<file path="src/inc/sqm_map.vh">
// Purpose: constants for the slicer error quality monitor
// Assumes: AXI4-Lite word registers, byte addresses below
// Notes:   included by every design file of the monitor
`ifndef SQM_MAP_VH
`define SQM_MAP_VH

// ----------------------------------------------------------------
// register byte offsets
// ----------------------------------------------------------------
`define SQM_OFF_PAGE     4'h0
`define SQM_OFF_CFG      4'h4
`define SQM_OFF_RESULT   4'h8
`define SQM_OFF_STATUS   4'hC
`define SQM_MON_PAGE     5'h01

// ----------------------------------------------------------------
// configuration fields
// ----------------------------------------------------------------
`define SQM_CFG_EN_BIT   0
`define SQM_CFG_SQ_BIT   1
`define SQM_CFG_KP_LSB   4
`define SQM_CFG_KP_MSB   7
`define SQM_CFG_PR_LSB   8
`define SQM_CFG_PR_MSB   9
`define SQM_CFG_CAP_BIT  15
`define SQM_RST_KP       4'h6
`define SQM_RST_PAGE     5'h00

// ----------------------------------------------------------------
// ideal levels, thresholds and error bounds
// ----------------------------------------------------------------
`define SQM_LVL_HI       10'sh080
`define SQM_LVL_MID      10'sh040
`define SQM_THR_G_HI     10'sh060
`define SQM_THR_G_LO     10'sh020
`define SQM_THR_F        10'sh040
`define SQM_LIM_G        10'sh020
`define SQM_LIM_F        10'sh040

// ----------------------------------------------------------------
// timing: update interval in symbols
// ----------------------------------------------------------------
`define SQM_UPD_MS       1
`define SQM_SYMS_PER_MS  125000

// ----------------------------------------------------------------
// bus responses
// ----------------------------------------------------------------
`define SQM_RESP_OKAY    2'h0
`define SQM_RESP_SLVERR  2'h2

`endif

</file>
<file path="src/hw/sqm_filter.v">
// Purpose: one pair's error processing, low-pass filter and held result
// Assumes: err is the bounded signed slicer error of this pair
// Notes:   state carries eight fraction bits so small gains still move it
`timescale 1ns/10ps
`include "sqm_map.vh"

module sqm_filter (
    // clock and reset
    input  wire        mclk,
    input  wire        rst_sync_n,
    // sample side
    input  wire        samp_vld,
    input  wire [7:0]  err,
    input  wire        gig,
    // control
    input  wire        enable,
    input  wire        square,
    input  wire [3:0]  kp,
    input  wire        upd_tick,
    // result
    output reg  [15:0] held_q
);

    reg  [22:0]        state_q;
    wire [7:0]         neg;
    wire [6:0]         mag;
    wire [7:0]         scaled;
    wire [15:0]        sq;
    wire [14:0]        proc;
    wire signed [23:0] diff;
    wire signed [23:0] step;

    assign neg    = (~err) + 8'h01;
    assign mag    = err[7] ? neg[6:0] : err[6:0];
    assign scaled = gig ? {mag, 1'b0} : {1'b0, mag};
    assign sq     = scaled * scaled;
    assign proc   = square ? sq[14:0] : {7'h00, scaled};
    assign diff   = $signed({1'b0, proc, 8'h00}) - $signed({1'b0, state_q});
    assign step   = diff >>> kp;

    always @(posedge mclk or negedge rst_sync_n) begin
        if (!rst_sync_n) begin
            state_q <= 23'h000000;
            held_q  <= 16'h0000;
        end else begin
            if (samp_vld && enable) begin
                state_q <= state_q + step[22:0];
            end
            if (upd_tick) begin
                held_q <= {1'b0, state_q[22:8]};
            end
        end
    end

endmodule

</file>
<file path="src/hw/sqm_top.v">
// Purpose: per-port receive signal quality monitor with AXI4-Lite registers
// Assumes: samples arrive on mclk with a one-cycle valid, one per symbol
// Notes:   four pairs filtered in parallel; result reads are a held snapshot
//
// Design decisions made here: register access over AXI4-Lite and the register addresses.
`timescale 1ns/10ps
`include "sqm_map.vh"

module sqm_top #(
    parameter [16:0] SYMS_PER_MS = `SQM_SYMS_PER_MS
) (
    // clock and reset
    input  wire        mclk,
    input  wire        rstn,
    // receive slicer side
    input  wire        samp_vld,
    input  wire        speed_gig,
    input  wire [8:0]  samp_pair0,
    input  wire [8:0]  samp_pair1,
    input  wire [8:0]  samp_pair2,
    input  wire [8:0]  samp_pair3,
    // axi4-lite write address
    input  wire        s_axi_awvalid,
    output wire        s_axi_awready,
    input  wire [3:0]  s_axi_awaddr,
    // axi4-lite write data
    input  wire        s_axi_wvalid,
    output wire        s_axi_wready,
    input  wire [31:0] s_axi_wdata,
    input  wire [3:0]  s_axi_wstrb,
    // axi4-lite write response
    output wire        s_axi_bvalid,
    input  wire        s_axi_bready,
    output wire [1:0]  s_axi_bresp,
    // axi4-lite read address
    input  wire        s_axi_arvalid,
    output wire        s_axi_arready,
    input  wire [3:0]  s_axi_araddr,
    // axi4-lite read data
    output wire        s_axi_rvalid,
    input  wire        s_axi_rready,
    output wire [31:0] s_axi_rdata,
    output wire [1:0]  s_axi_rresp
);

    // ----------------------------------------------------------------
    // register selects, one-hot
    // ----------------------------------------------------------------
    localparam [4:0] SEL_PAGE   = 5'h01;
    localparam [4:0] SEL_CFG    = 5'h02;
    localparam [4:0] SEL_RESULT = 5'h04;
    localparam [4:0] SEL_STATUS = 5'h08;
    localparam [4:0] SEL_NONE   = 5'h10;

    // ----------------------------------------------------------------
    // decode and slicing functions
    // ----------------------------------------------------------------
    function [4:0] reg_sel;
        input [3:0] addr;
        begin
            case (addr)
                `SQM_OFF_PAGE:   reg_sel = SEL_PAGE;
                `SQM_OFF_CFG:    reg_sel = SEL_CFG;
                `SQM_OFF_RESULT: reg_sel = SEL_RESULT;
                `SQM_OFF_STATUS: reg_sel = SEL_STATUS;
                default:         reg_sel = SEL_NONE;
            endcase
        end
    endfunction

    // nearest ideal level by threshold, then bounded error
    function [7:0] slice_err;
        input [8:0] s;
        input       gig;
        reg signed [9:0] v;
        reg signed [9:0] lvl;
        reg signed [9:0] e;
        reg signed [9:0] lim;
        begin
            v   = {s[8], s};
            lvl = 10'sh000;
            if (gig) begin
                lim = `SQM_LIM_G;
                if (v >= `SQM_THR_G_HI) begin
                    lvl = `SQM_LVL_HI;
                end else if (v >= `SQM_THR_G_LO) begin
                    lvl = `SQM_LVL_MID;
                end else if (v > -`SQM_THR_G_LO) begin
                    lvl = 10'sh000;
                end else if (v > -`SQM_THR_G_HI) begin
                    lvl = -`SQM_LVL_MID;
                end else begin
                    lvl = -`SQM_LVL_HI;
                end
            end else begin
                lim = `SQM_LIM_F;
                if (v >= `SQM_THR_F) begin
                    lvl = `SQM_LVL_HI;
                end else if (v > -`SQM_THR_F) begin
                    lvl = 10'sh000;
                end else begin
                    lvl = -`SQM_LVL_HI;
                end
            end
            e = v - lvl;
            // samples beyond the outer levels would overrun the bound
            if (e > lim) begin
                e = lim;
            end else if (e < -lim) begin
                e = -lim;
            end
            slice_err = e[7:0];
        end
    endfunction

    // ----------------------------------------------------------------
    // reset release
    // ----------------------------------------------------------------
    reg rst_q1;
    reg rst_q2;
    wire rst_sync_n;

    always @(posedge mclk or negedge rstn) begin
        if (!rstn) begin
            rst_q1 <= 1'b0;
            rst_q2 <= 1'b0;
        end else begin
            rst_q1 <= 1'b1;
            rst_q2 <= rst_q1;
        end
    end
    assign rst_sync_n = rst_q2;

    // ----------------------------------------------------------------
    // control state
    // ----------------------------------------------------------------
    reg  [4:0]  page_q;
    reg         en_q;
    reg         sq_q;
    reg  [3:0]  kp_q;
    reg  [1:0]  pair_q;
    reg  [15:0] result_q;
    reg  [7:0]  upd_cnt_q;
    reg  [16:0] sym_cnt_q;
    reg         upd_tick_q;
    reg         vld_q;
    reg         gig_q;
    wire [31:0] err_bus;
    wire [63:0] held_bus;
    wire        on_page;

    assign on_page = (page_q == `SQM_MON_PAGE);

    // ----------------------------------------------------------------
    // slicer stage and per-pair filters
    // ----------------------------------------------------------------
    wire [35:0] samp_bus;
    assign samp_bus = {samp_pair3, samp_pair2, samp_pair1, samp_pair0};

    reg [31:0] err_q;
    always @(posedge mclk or negedge rst_sync_n) begin
        if (!rst_sync_n) begin
            err_q <= 32'h00000000;
            vld_q <= 1'b0;
            gig_q <= 1'b0;
        end else begin
            vld_q <= samp_vld;
            gig_q <= speed_gig;
            if (samp_vld) begin
                err_q <= err_bus;
            end
        end
    end

    genvar g;
    generate
        for (g = 0; g < 4; g = g + 1) begin : pair
            assign err_bus[8*g+7:8*g] = slice_err(samp_bus[9*g+8:9*g], speed_gig);
            sqm_filter u_filt (
                .mclk       (mclk),
                .rst_sync_n (rst_sync_n),
                .samp_vld   (vld_q),
                .err        (err_q[8*g+7:8*g]),
                .gig        (gig_q),
                .enable     (en_q),
                .square     (sq_q),
                .kp         (kp_q),
                .upd_tick   (upd_tick_q),
                .held_q     (held_bus[16*g+15:16*g])
            );
        end
    endgenerate

    // ----------------------------------------------------------------
    // millisecond update timer, counted in symbols
    // ----------------------------------------------------------------
    always @(posedge mclk or negedge rst_sync_n) begin
        if (!rst_sync_n) begin
            sym_cnt_q  <= 17'h00000;
            upd_tick_q <= 1'b0;
            upd_cnt_q  <= 8'h00;
        end else begin
            upd_tick_q <= 1'b0;
            if (!en_q) begin
                sym_cnt_q <= 17'h00000;
            end else if (vld_q) begin
                if (sym_cnt_q == SYMS_PER_MS - 17'h00001) begin
                    sym_cnt_q  <= 17'h00000;
                    upd_tick_q <= 1'b1;
                    upd_cnt_q  <= upd_cnt_q + 8'h01;
                end else begin
                    sym_cnt_q <= sym_cnt_q + 17'h00001;
                end
            end
        end
    end

    // ----------------------------------------------------------------
    // axi4-lite write path
    // ----------------------------------------------------------------
    reg        aw_have_q;
    reg        w_have_q;
    reg [3:0]  awaddr_q;
    reg [31:0] wdata_q;
    reg [3:0]  wstrb_q;
    reg        bvalid_q;
    reg [1:0]  bresp_q;
    wire       do_wr;
    wire [4:0] wsel;

    assign s_axi_awready = !aw_have_q;
    assign s_axi_wready  = !w_have_q;
    assign s_axi_bvalid  = bvalid_q;
    assign s_axi_bresp   = bresp_q;
    assign do_wr         = aw_have_q && w_have_q && !bvalid_q;
    assign wsel          = reg_sel(awaddr_q);

    always @(posedge mclk or negedge rst_sync_n) begin
        if (!rst_sync_n) begin
            aw_have_q <= 1'b0;
            w_have_q  <= 1'b0;
            awaddr_q  <= 4'h0;
            wdata_q   <= 32'h00000000;
            wstrb_q   <= 4'h0;
            bvalid_q  <= 1'b0;
            bresp_q   <= `SQM_RESP_OKAY;
        end else begin
            if (s_axi_awvalid && !aw_have_q) begin
                aw_have_q <= 1'b1;
                awaddr_q  <= s_axi_awaddr;
            end
            if (s_axi_wvalid && !w_have_q) begin
                w_have_q <= 1'b1;
                wdata_q  <= s_axi_wdata;
                wstrb_q  <= s_axi_wstrb;
            end
            if (do_wr) begin
                aw_have_q <= 1'b0;
                w_have_q  <= 1'b0;
                bvalid_q  <= 1'b1;
                bresp_q   <= (wsel == SEL_NONE) ? `SQM_RESP_SLVERR : `SQM_RESP_OKAY;
            end else if (bvalid_q && s_axi_bready) begin
                bvalid_q <= 1'b0;
            end
        end
    end

    // configuration, page select and snapshot
    always @(posedge mclk or negedge rst_sync_n) begin
        if (!rst_sync_n) begin
            page_q   <= `SQM_RST_PAGE;
            en_q     <= 1'b0;
            sq_q     <= 1'b0;
            kp_q     <= `SQM_RST_KP;
            pair_q   <= 2'h0;
            result_q <= 16'h0000;
        end else if (do_wr) begin
            if (wsel == SEL_PAGE && wstrb_q[0]) begin
                page_q <= wdata_q[4:0];
            end
            // monitor registers ignore writes while another page is selected
            if (wsel == SEL_CFG && on_page) begin
                if (wstrb_q[0]) begin
                    en_q <= wdata_q[`SQM_CFG_EN_BIT];
                    sq_q <= wdata_q[`SQM_CFG_SQ_BIT];
                    kp_q <= wdata_q[`SQM_CFG_KP_MSB:`SQM_CFG_KP_LSB];
                end
                if (wstrb_q[1]) begin
                    pair_q <= wdata_q[`SQM_CFG_PR_MSB:`SQM_CFG_PR_LSB];
                    // pair taken from the same write as the capture bit
                    if (wdata_q[`SQM_CFG_CAP_BIT]) begin
                        result_q <= held_bus[16*wdata_q[9:8] +: 16];
                    end
                end
            end
        end
    end

    // ----------------------------------------------------------------
    // axi4-lite read path
    // ----------------------------------------------------------------
    reg        rvalid_q;
    reg [31:0] rdata_q;
    reg [1:0]  rresp_q;
    reg [31:0] rd_mux;
    wire [4:0] rsel;

    assign s_axi_arready = !rvalid_q;
    assign s_axi_rvalid  = rvalid_q;
    assign s_axi_rdata   = rdata_q;
    assign s_axi_rresp   = rresp_q;
    assign rsel          = reg_sel(s_axi_araddr);

    always @* begin
        rd_mux = 32'h00000000;
        case (rsel)
            SEL_PAGE: begin
                rd_mux = {27'h0000000, page_q};
            end
            SEL_CFG: begin
                // capture reads back as zero: it never holds a value
                if (on_page) begin
                    rd_mux = {22'h000000, pair_q, kp_q, 2'h0, sq_q, en_q};
                end
            end
            SEL_RESULT: begin
                if (on_page) begin
                    rd_mux = {16'h0000, result_q};
                end
            end
            SEL_STATUS: begin
                if (on_page) begin
                    rd_mux = {16'h0000, upd_cnt_q, 6'h00, en_q, gig_q};
                end
            end
            default: begin
                rd_mux = 32'h00000000;
            end
        endcase
    end

    always @(posedge mclk or negedge rst_sync_n) begin
        if (!rst_sync_n) begin
            rvalid_q <= 1'b0;
            rdata_q  <= 32'h00000000;
            rresp_q  <= `SQM_RESP_OKAY;
        end else begin
            if (s_axi_arvalid && !rvalid_q) begin
                rvalid_q <= 1'b1;
                rdata_q  <= rd_mux;
                rresp_q  <= (rsel == SEL_NONE) ? `SQM_RESP_SLVERR : `SQM_RESP_OKAY;
            end else if (rvalid_q && s_axi_rready) begin
                rvalid_q <= 1'b0;
            end
        end
    end

endmodule

</file>
<file path="config.mk">
export PLATFORM = sky130hd
export DESIGN_NAME = sqm_top
export DESIGN_NICKNAME = d
export VERILOG_FILES = /design/src/hw/sqm_filter.v /design/src/hw/sqm_top.v
export VERILOG_INCLUDE_DIRS = /design/src /design/src/inc
export SDC_FILE = /design/constraint.sdc
export NUM_CORES = 2
export LEC_CHECK = 0
export BUFFER_PORTS_ARGS = -buffer_cell sky130_fd_sc_hd__buf_2
export CELL_PAD_IN_SITES_DETAIL_PLACEMENT = 1
export CELL_PAD_IN_SITES_GLOBAL_PLACEMENT = 1
export CORE_MARGIN = 4
export CORE_UTILIZATION = 35
export CTS_BUF_LIST = sky130_fd_sc_hd__clkbuf_8 sky130_fd_sc_hd__clkbuf_16
export CTS_CLUSTER_SIZE = 40
export DETAILED_ROUTE_END_ITERATION = 8
export MAX_ROUTING_LAYER = met4
export PLACE_DENSITY_LB_ADDON = 0.1
export SKIP_LAST_GASP = 1
export SYNTH_ARGS = -nofsm -noshare
export SYNTH_HDL_FRONTEND = slang
export SYNTH_SLANG_ARGS = --single-unit
</file>
<file path="constraint.sdc">
create_clock -name mclk -period 13.07 [get_ports mclk]
set_input_delay 0.6535 -clock mclk [delete_from_list [all_inputs] [get_ports mclk]]
set_output_delay 0.6535 -clock mclk [all_outputs]
set_load 0.005 [all_outputs]
</file>
# Word-level counts from Yosys, hierarchy flattened
# Index checks and enable logic that the tools add are counted.
[word_totals]
reg_bits = 305
input_bits = 89
out_inout_bits = 41
elab_cells = 209
[classes]
n_addsub = 19
mul = 4
n_lt_le_gt_ge = 32
eq_ne = 17
n_shift = 5
mux = 71
n_bitwise = 4
n_reduce_logical = 25
[op_table]
columns = ["op", "count"]
rows = [
  ["$mux 10", 25],
  ["$mux 8", 12],
  ["$sshr 24x4->23", 4],
  ["$sub 23x23->24", 4],
  ["$add 23x23->23", 4],
  ["$ge 9x8->1 const B", 8],
  ["$pmux 16 s4", 1],
  ["$shiftx 64x7->16", 1],
  ["$mux 7", 9],
  ["$mul 8x8->15", 4],
  ["$mux 15", 4],
  ["$mux 17", 3],
  ["$gt 10x8->1", 4],
  ["$lt 10x10->1", 4],
  ["$pmux 5 s4", 2],
  ["$sub 9x10->10", 4],
  ["$ge 9x7->1 const B", 4],
  ["$gt 9x6->1 const B", 4],
  ["$gt 9x7->1 const B", 4],
  ["$gt 9x8->1 const B", 4],
  ["$mux 16", 2],
  ["$add 7x1->7 const B", 4],
  ["$not 7->7", 4],
  ["$add 17x1->17 const B", 1],
  ["other kinds (20)", 57],
]

# Depth between registers and ports, before layout
[logic_depth]
ltp_word = 10
ltp_mapped = 48

# Cells and area by module
# Synthesis repeated with hierarchy kept, for this count alone.
[hier_totals]
hier_cells = 4063
hier_area_um2 = 34249.1
[by_module_without_submodules]
columns = ["mod", "n_inst", "cells_each", "area_each_um2"]
rows = [
  ["sqm_filter (pair[2].u_filt ...)", 2, 800, 6520.0],
  ["sqm_top", 1, 692, 7322.0],
  ["sqm_filter (pair[1].u_filt)", 1, 911, 7125.6],
  ["sqm_filter (pair[0].u_filt)", 1, 860, 6761.5],
]

# Worst setup path after synthesis
# Ideal clock, no wire load.
[synth_path]
path_type = "flip-flop to flip-flop"
start = "register err_q[8]"
end = "register pair[1].u_filt.state_q[21]"
setup_time_ns = 0.129
t_arrival_ns = 9.361
required_time_ns = 12.941
setup_slack_ns = 3.580
path_stages_with_launch = 41
n_path_buf = 0
path_cell_list = "dfrtp_1 > inv_1 > ha_1 > nand3_1 > o31ai_1 > xnor2_1 > o21ai_0 > or2_2 > inv_1 > fa_1 > fa_1 > inv_1 > fa_1 > fa_1 > inv_1 > ha_1 > inv_1 > o21ai_0 > [5 not listed] > ha_1 > inv_1 > nor2_1 > nor2_1 > a21oi_1 > xnor2_1 > mux4_2 > mux4_2 > ha_1 > a211o_1 > a211oi_1 > o31ai_1 > a211o_1 > a41o_1 > or4_1 > a31oi_1 > xor2_1 > o21ai_1"
[synth_between]
elab_chain_cells = 9
[synth_rtl]
columns = ["item", "line", "text"]
rows = [
  ["start, declared", "sqm_top.v:160", "reg [31:0] err_q;"],
  ["start signal, assigned", "sqm_top.v:170", "err_q <= err_bus;"],
  ["$not 7->7", "sqm_filter.v:33", "assign neg = (~err) + 8'h01;"],
  ["$add 7x1->7", "sqm_filter.v:33", ""],
  ["$mux 7 *", "sqm_filter.v:34", "assign mag = err[7] ? neg[6:0] : err[6:0];"],
  ["$mux 8 *", "sqm_filter.v:35", "assign scaled = gig ? {mag, 1'b0} : {1'b0, mag};"],
  ["$mul 8x8->15", "sqm_filter.v:36", "assign sq = scaled * scaled;"],
  ["$mux 15 *", "sqm_filter.v:37", "assign proc = square ? sq[14:0] : {7'h00, scaled};"],
  ["$sub 23x23->24 *", "sqm_filter.v:38", "assign diff = $signed({1'b0, proc, 8'h00}) - $signed({1'b0, state_q});"],
  ["$sshr 24x4->23 *", "sqm_filter.v:39", "assign step = diff >>> kp;"],
  ["$add 23x23->23 *", "sqm_filter.v:47", "state_q <= state_q + step[22:0];"],
  ["end signal, assigned", "sqm_filter.v:47", ""],
  ["end, declared", "sqm_filter.v:24", "reg [22:0] state_q;"],
]
# Mark *: on every way between the ends. The rest lies on a longest branch, timed or not.
# A chain may end at the register's enable or synchronous reset.

# Worst setup path in the final report
# Ends and elaborated chain as after synthesis.

==> results.tsv <==
metric	value	unit
RePlAce Congestion	0.8040	
CP max stage delay	0.69	ns
clock skew	0.01976	ns
Fin. Hold Viols	0	
Worst Setup Path Type	flop to flop	
register area share after synthesis	22.12	%
fin util	38.60	%
Yosys cell types	98	
vias in the first global route	27630	
drt via density	5.381	
clock period minus final worst setup slack	10.88	ns
Skew-Pair Late Insertion Delay	0.60	ns
core area	0.09001	mm2
Lkg Pwr	16.83	nW
status	finished, final reports clean	
CTS resizes	0	
Setup Buffers After CTS	0	
clk sinks	281	
Gate Count Post-Synth	3788	
critical path required time	13.52	ns
initial antenna violation count	2	
reg2reg path depth	39	
die footprint	0.09575	mm2
CTS tree	yes	
worst IR drop on VDD	167.6	uV
ys async rst share	100.0	%
met2 wire len	47160	um
num rows	110	
syn_area_per_cell	8.395	um2
Period Utilization, post-route	83.28	%
Fin Hold WS	0.2728	ns
Cell Pwr Density	207.6	mW/mm2
Die Ht	309.4	um
fmax	0.09187	GHz
Mapped Area	0.03180	mm2
Worst-path clk slew	0.07	ns
sequential cell area	0.007049	mm2
drt total wl	99340	um
# port buffers	88	
Die W	309.4	um
Min-Delay Path Class	input pin to flop	
first-pass GRT wire length	158200	um
Root Buffer	clkbuf_16	
number of synthesized flops with an enable pin	0	
Top Ports	130	
pin count of the biggest net entering global routing	88	
GRT Total Usage	21.24	%
DR top layer	met4	
Worst-Margin Slew	1.167	ns
max-capacitance violation count	0	
Yosys warning count	0	
WL met3	2240	um
initial drt markers	1357	
RSZ-0062 raised after global routing	false	
flop2flop setup slack	2.19	ns
DP HPWL	78390	um
Starting Density	35.33	%
Final nets	4303	
setup_tns	0	ns
CP max FO	7	
n_diodes	0	
WP data arrival	11.34	ns
max-slew headroom at the worst pin	20.18	%
layout cells sized above 1	11.24	%
setup violators final	0	
synthesis-to-layout area growth	9.242	%
H-tree depth	2	
predominant post-synthesis flop cell	dfrtp_1	
WL/cell	19.83	um
Slew Limit Fails	0	
DR vias	26960	
Critical-path top delay cell	o21ai_0	
post-synthesis register bit count	281	
Hold Path Depth	2	
wire length on met1	48200	um
Longest Clk Path Bufs	3	
hold_buf cts	1	
critical path endpoint category	flop	
Initial DRT Pass Iterations	5	
grt ovf	0	
antenna-violating nets left	0	
DR DRC count	0	
fill cell count	10700	
most common cell type on the critical path	inv_1	
Startpoint Class	flop	
area of the multi-input gates	0.02274	mm2
TritonCTS Buffers	38	
[per-stage QoR]
stage                     power [mW]  worst slack (ns)  instance area [um2]  std cells
after global routing           8.008             1.244                34740       5010
after floorplan                4.910             3.580                31910       3817
after global placement         6.048             2.179                33330       4939
final                          7.213             2.185                34740       5010
after detailed placement       6.103             2.146                33330       4939
after CTS                      7.337             2.102                34740       5010
[flip-flops by register name, summed over array words and instances, names as in the netlist, 4 cells and up]
name	flops
awaddr_q	4
err_q	32
kp_q	4
page_q	5
pair.u_filt.held_q	60
pair.u_filt.state_q	92
result_q	15
s_axi_rdata	16
sym_cnt_q	17
upd_cnt_q	8
wdata_q	11
[cells in the final DEF, fill, tap and decap left out, types with 31 or more instances in the layout]
cell and n:
inv_1 378, nand3_1 66, o21ai_0 281, a211oi_1 54, nor2_1 291, nand2_1 357
nor3_1 68, mux4_2 31, and2_1 52, mux2i_1 127, dfrtp_1 273, fa_1 108
nand2b_1 37, xnor2_1 159, xor2_1 86, nor2b_1 39, conb_1 31, a21o_1 77
a31oi_1 31, clkbuf_16 38, a21oi_1 231, buf_2 88, mux2_2 145, o22ai_1 37
ha_1 302
[area by class of cell]
type                            count  area share [%]
Sequential cell                   281           20.29
Inverter                          378           4.091
Timing Repair Buffer              117           1.902
Clock inverter                     28           1.124
Tap cell                         1176           4.235
Clock buffer                       42           2.896
Multi-Input combinational cell   2988           65.46
[worst paths after layout]
kind                              startpoint                          to
worst max register to register      err_q[8]  pair[1].u_filt.state_q[21]
worst max-delay path                err_q[8]  pair[1].u_filt.state_q[21]
max in group asynchronous             rst_q2                     kp_q[3]
min in group asynchronous               rstn                      rst_q2
worst min register to register        rst_q1                      rst_q2
worst min-delay path            s_axi_bready                s_axi_bvalid
[cells in the mapped netlist, types with 39 or more instances]
library cell    n  area share [%]
nor3_1         68             1.1
and2_1         52             1.0
nand2_1       358             4.2
nor2_1        291             3.4
mux2_2        145             5.1
fa_1          108             6.8
mux2i_1       127             4.0
dfrtp_1       279              22
inv_1         374             4.4
a21o_1         77             1.8
ha_1          302              12
nor2b_1        39            0.77
xnor2_1       159             4.4
a21oi_1       231             3.6
xor2_1         86             2.4
clkbuf_1      126             1.5
a211oi_1       54             1.3
o21ai_0       281             4.4
nand3_1        66             1.0
[metal layers]
metal	GRT usage, %	vias to the layer above
li1	-	13260
met1	28.60	13380
met2	35.21	249
met3	1.857	71
met4	4.155	0
met5	-	-
[cells by family (layout without fill, tap and decap cells)]
group                    after synthesis  after routing  synth area share, %
AND/OR/NAND/NOR                     1065           1065                15.77
AO/OA/AOI/OAI                        930            930                18.42
buffers and inverters                548            565                6.736
adder cells (fa/ha/maj)              411            411                18.71
multiplexers                         305            305                11.42
flip-flops                           281            281                22.12
XOR/XNOR                             246            246                6.799
other                                  2             31              0.02362
[critical path: cells and delay by family, from the launching register on]
family | cells | cell delay (ns)
adders and majority gates | 8 | 3.29
muxes | 2 | 1.09
buffers and inverters | 6 | 0.47
and+or+nand+nor | 6 | 1.11
xor gates and xnor gates | 3 | 0.50
AOI/OAI and AO/OA | 14 | 3.87
DFF | 1 | 0.39
[power breakdown]
| group | internal (mW) | switching, mW |
|---|---|---|
| clock | 0.704 | 0.465 |
| sequential | 0.992 | 0.253 |
| combinational | 2.06 | 2.74 |
| total | 3.75 | 3.46 |
No activity file was read; power rests on OpenSTA's default activity.
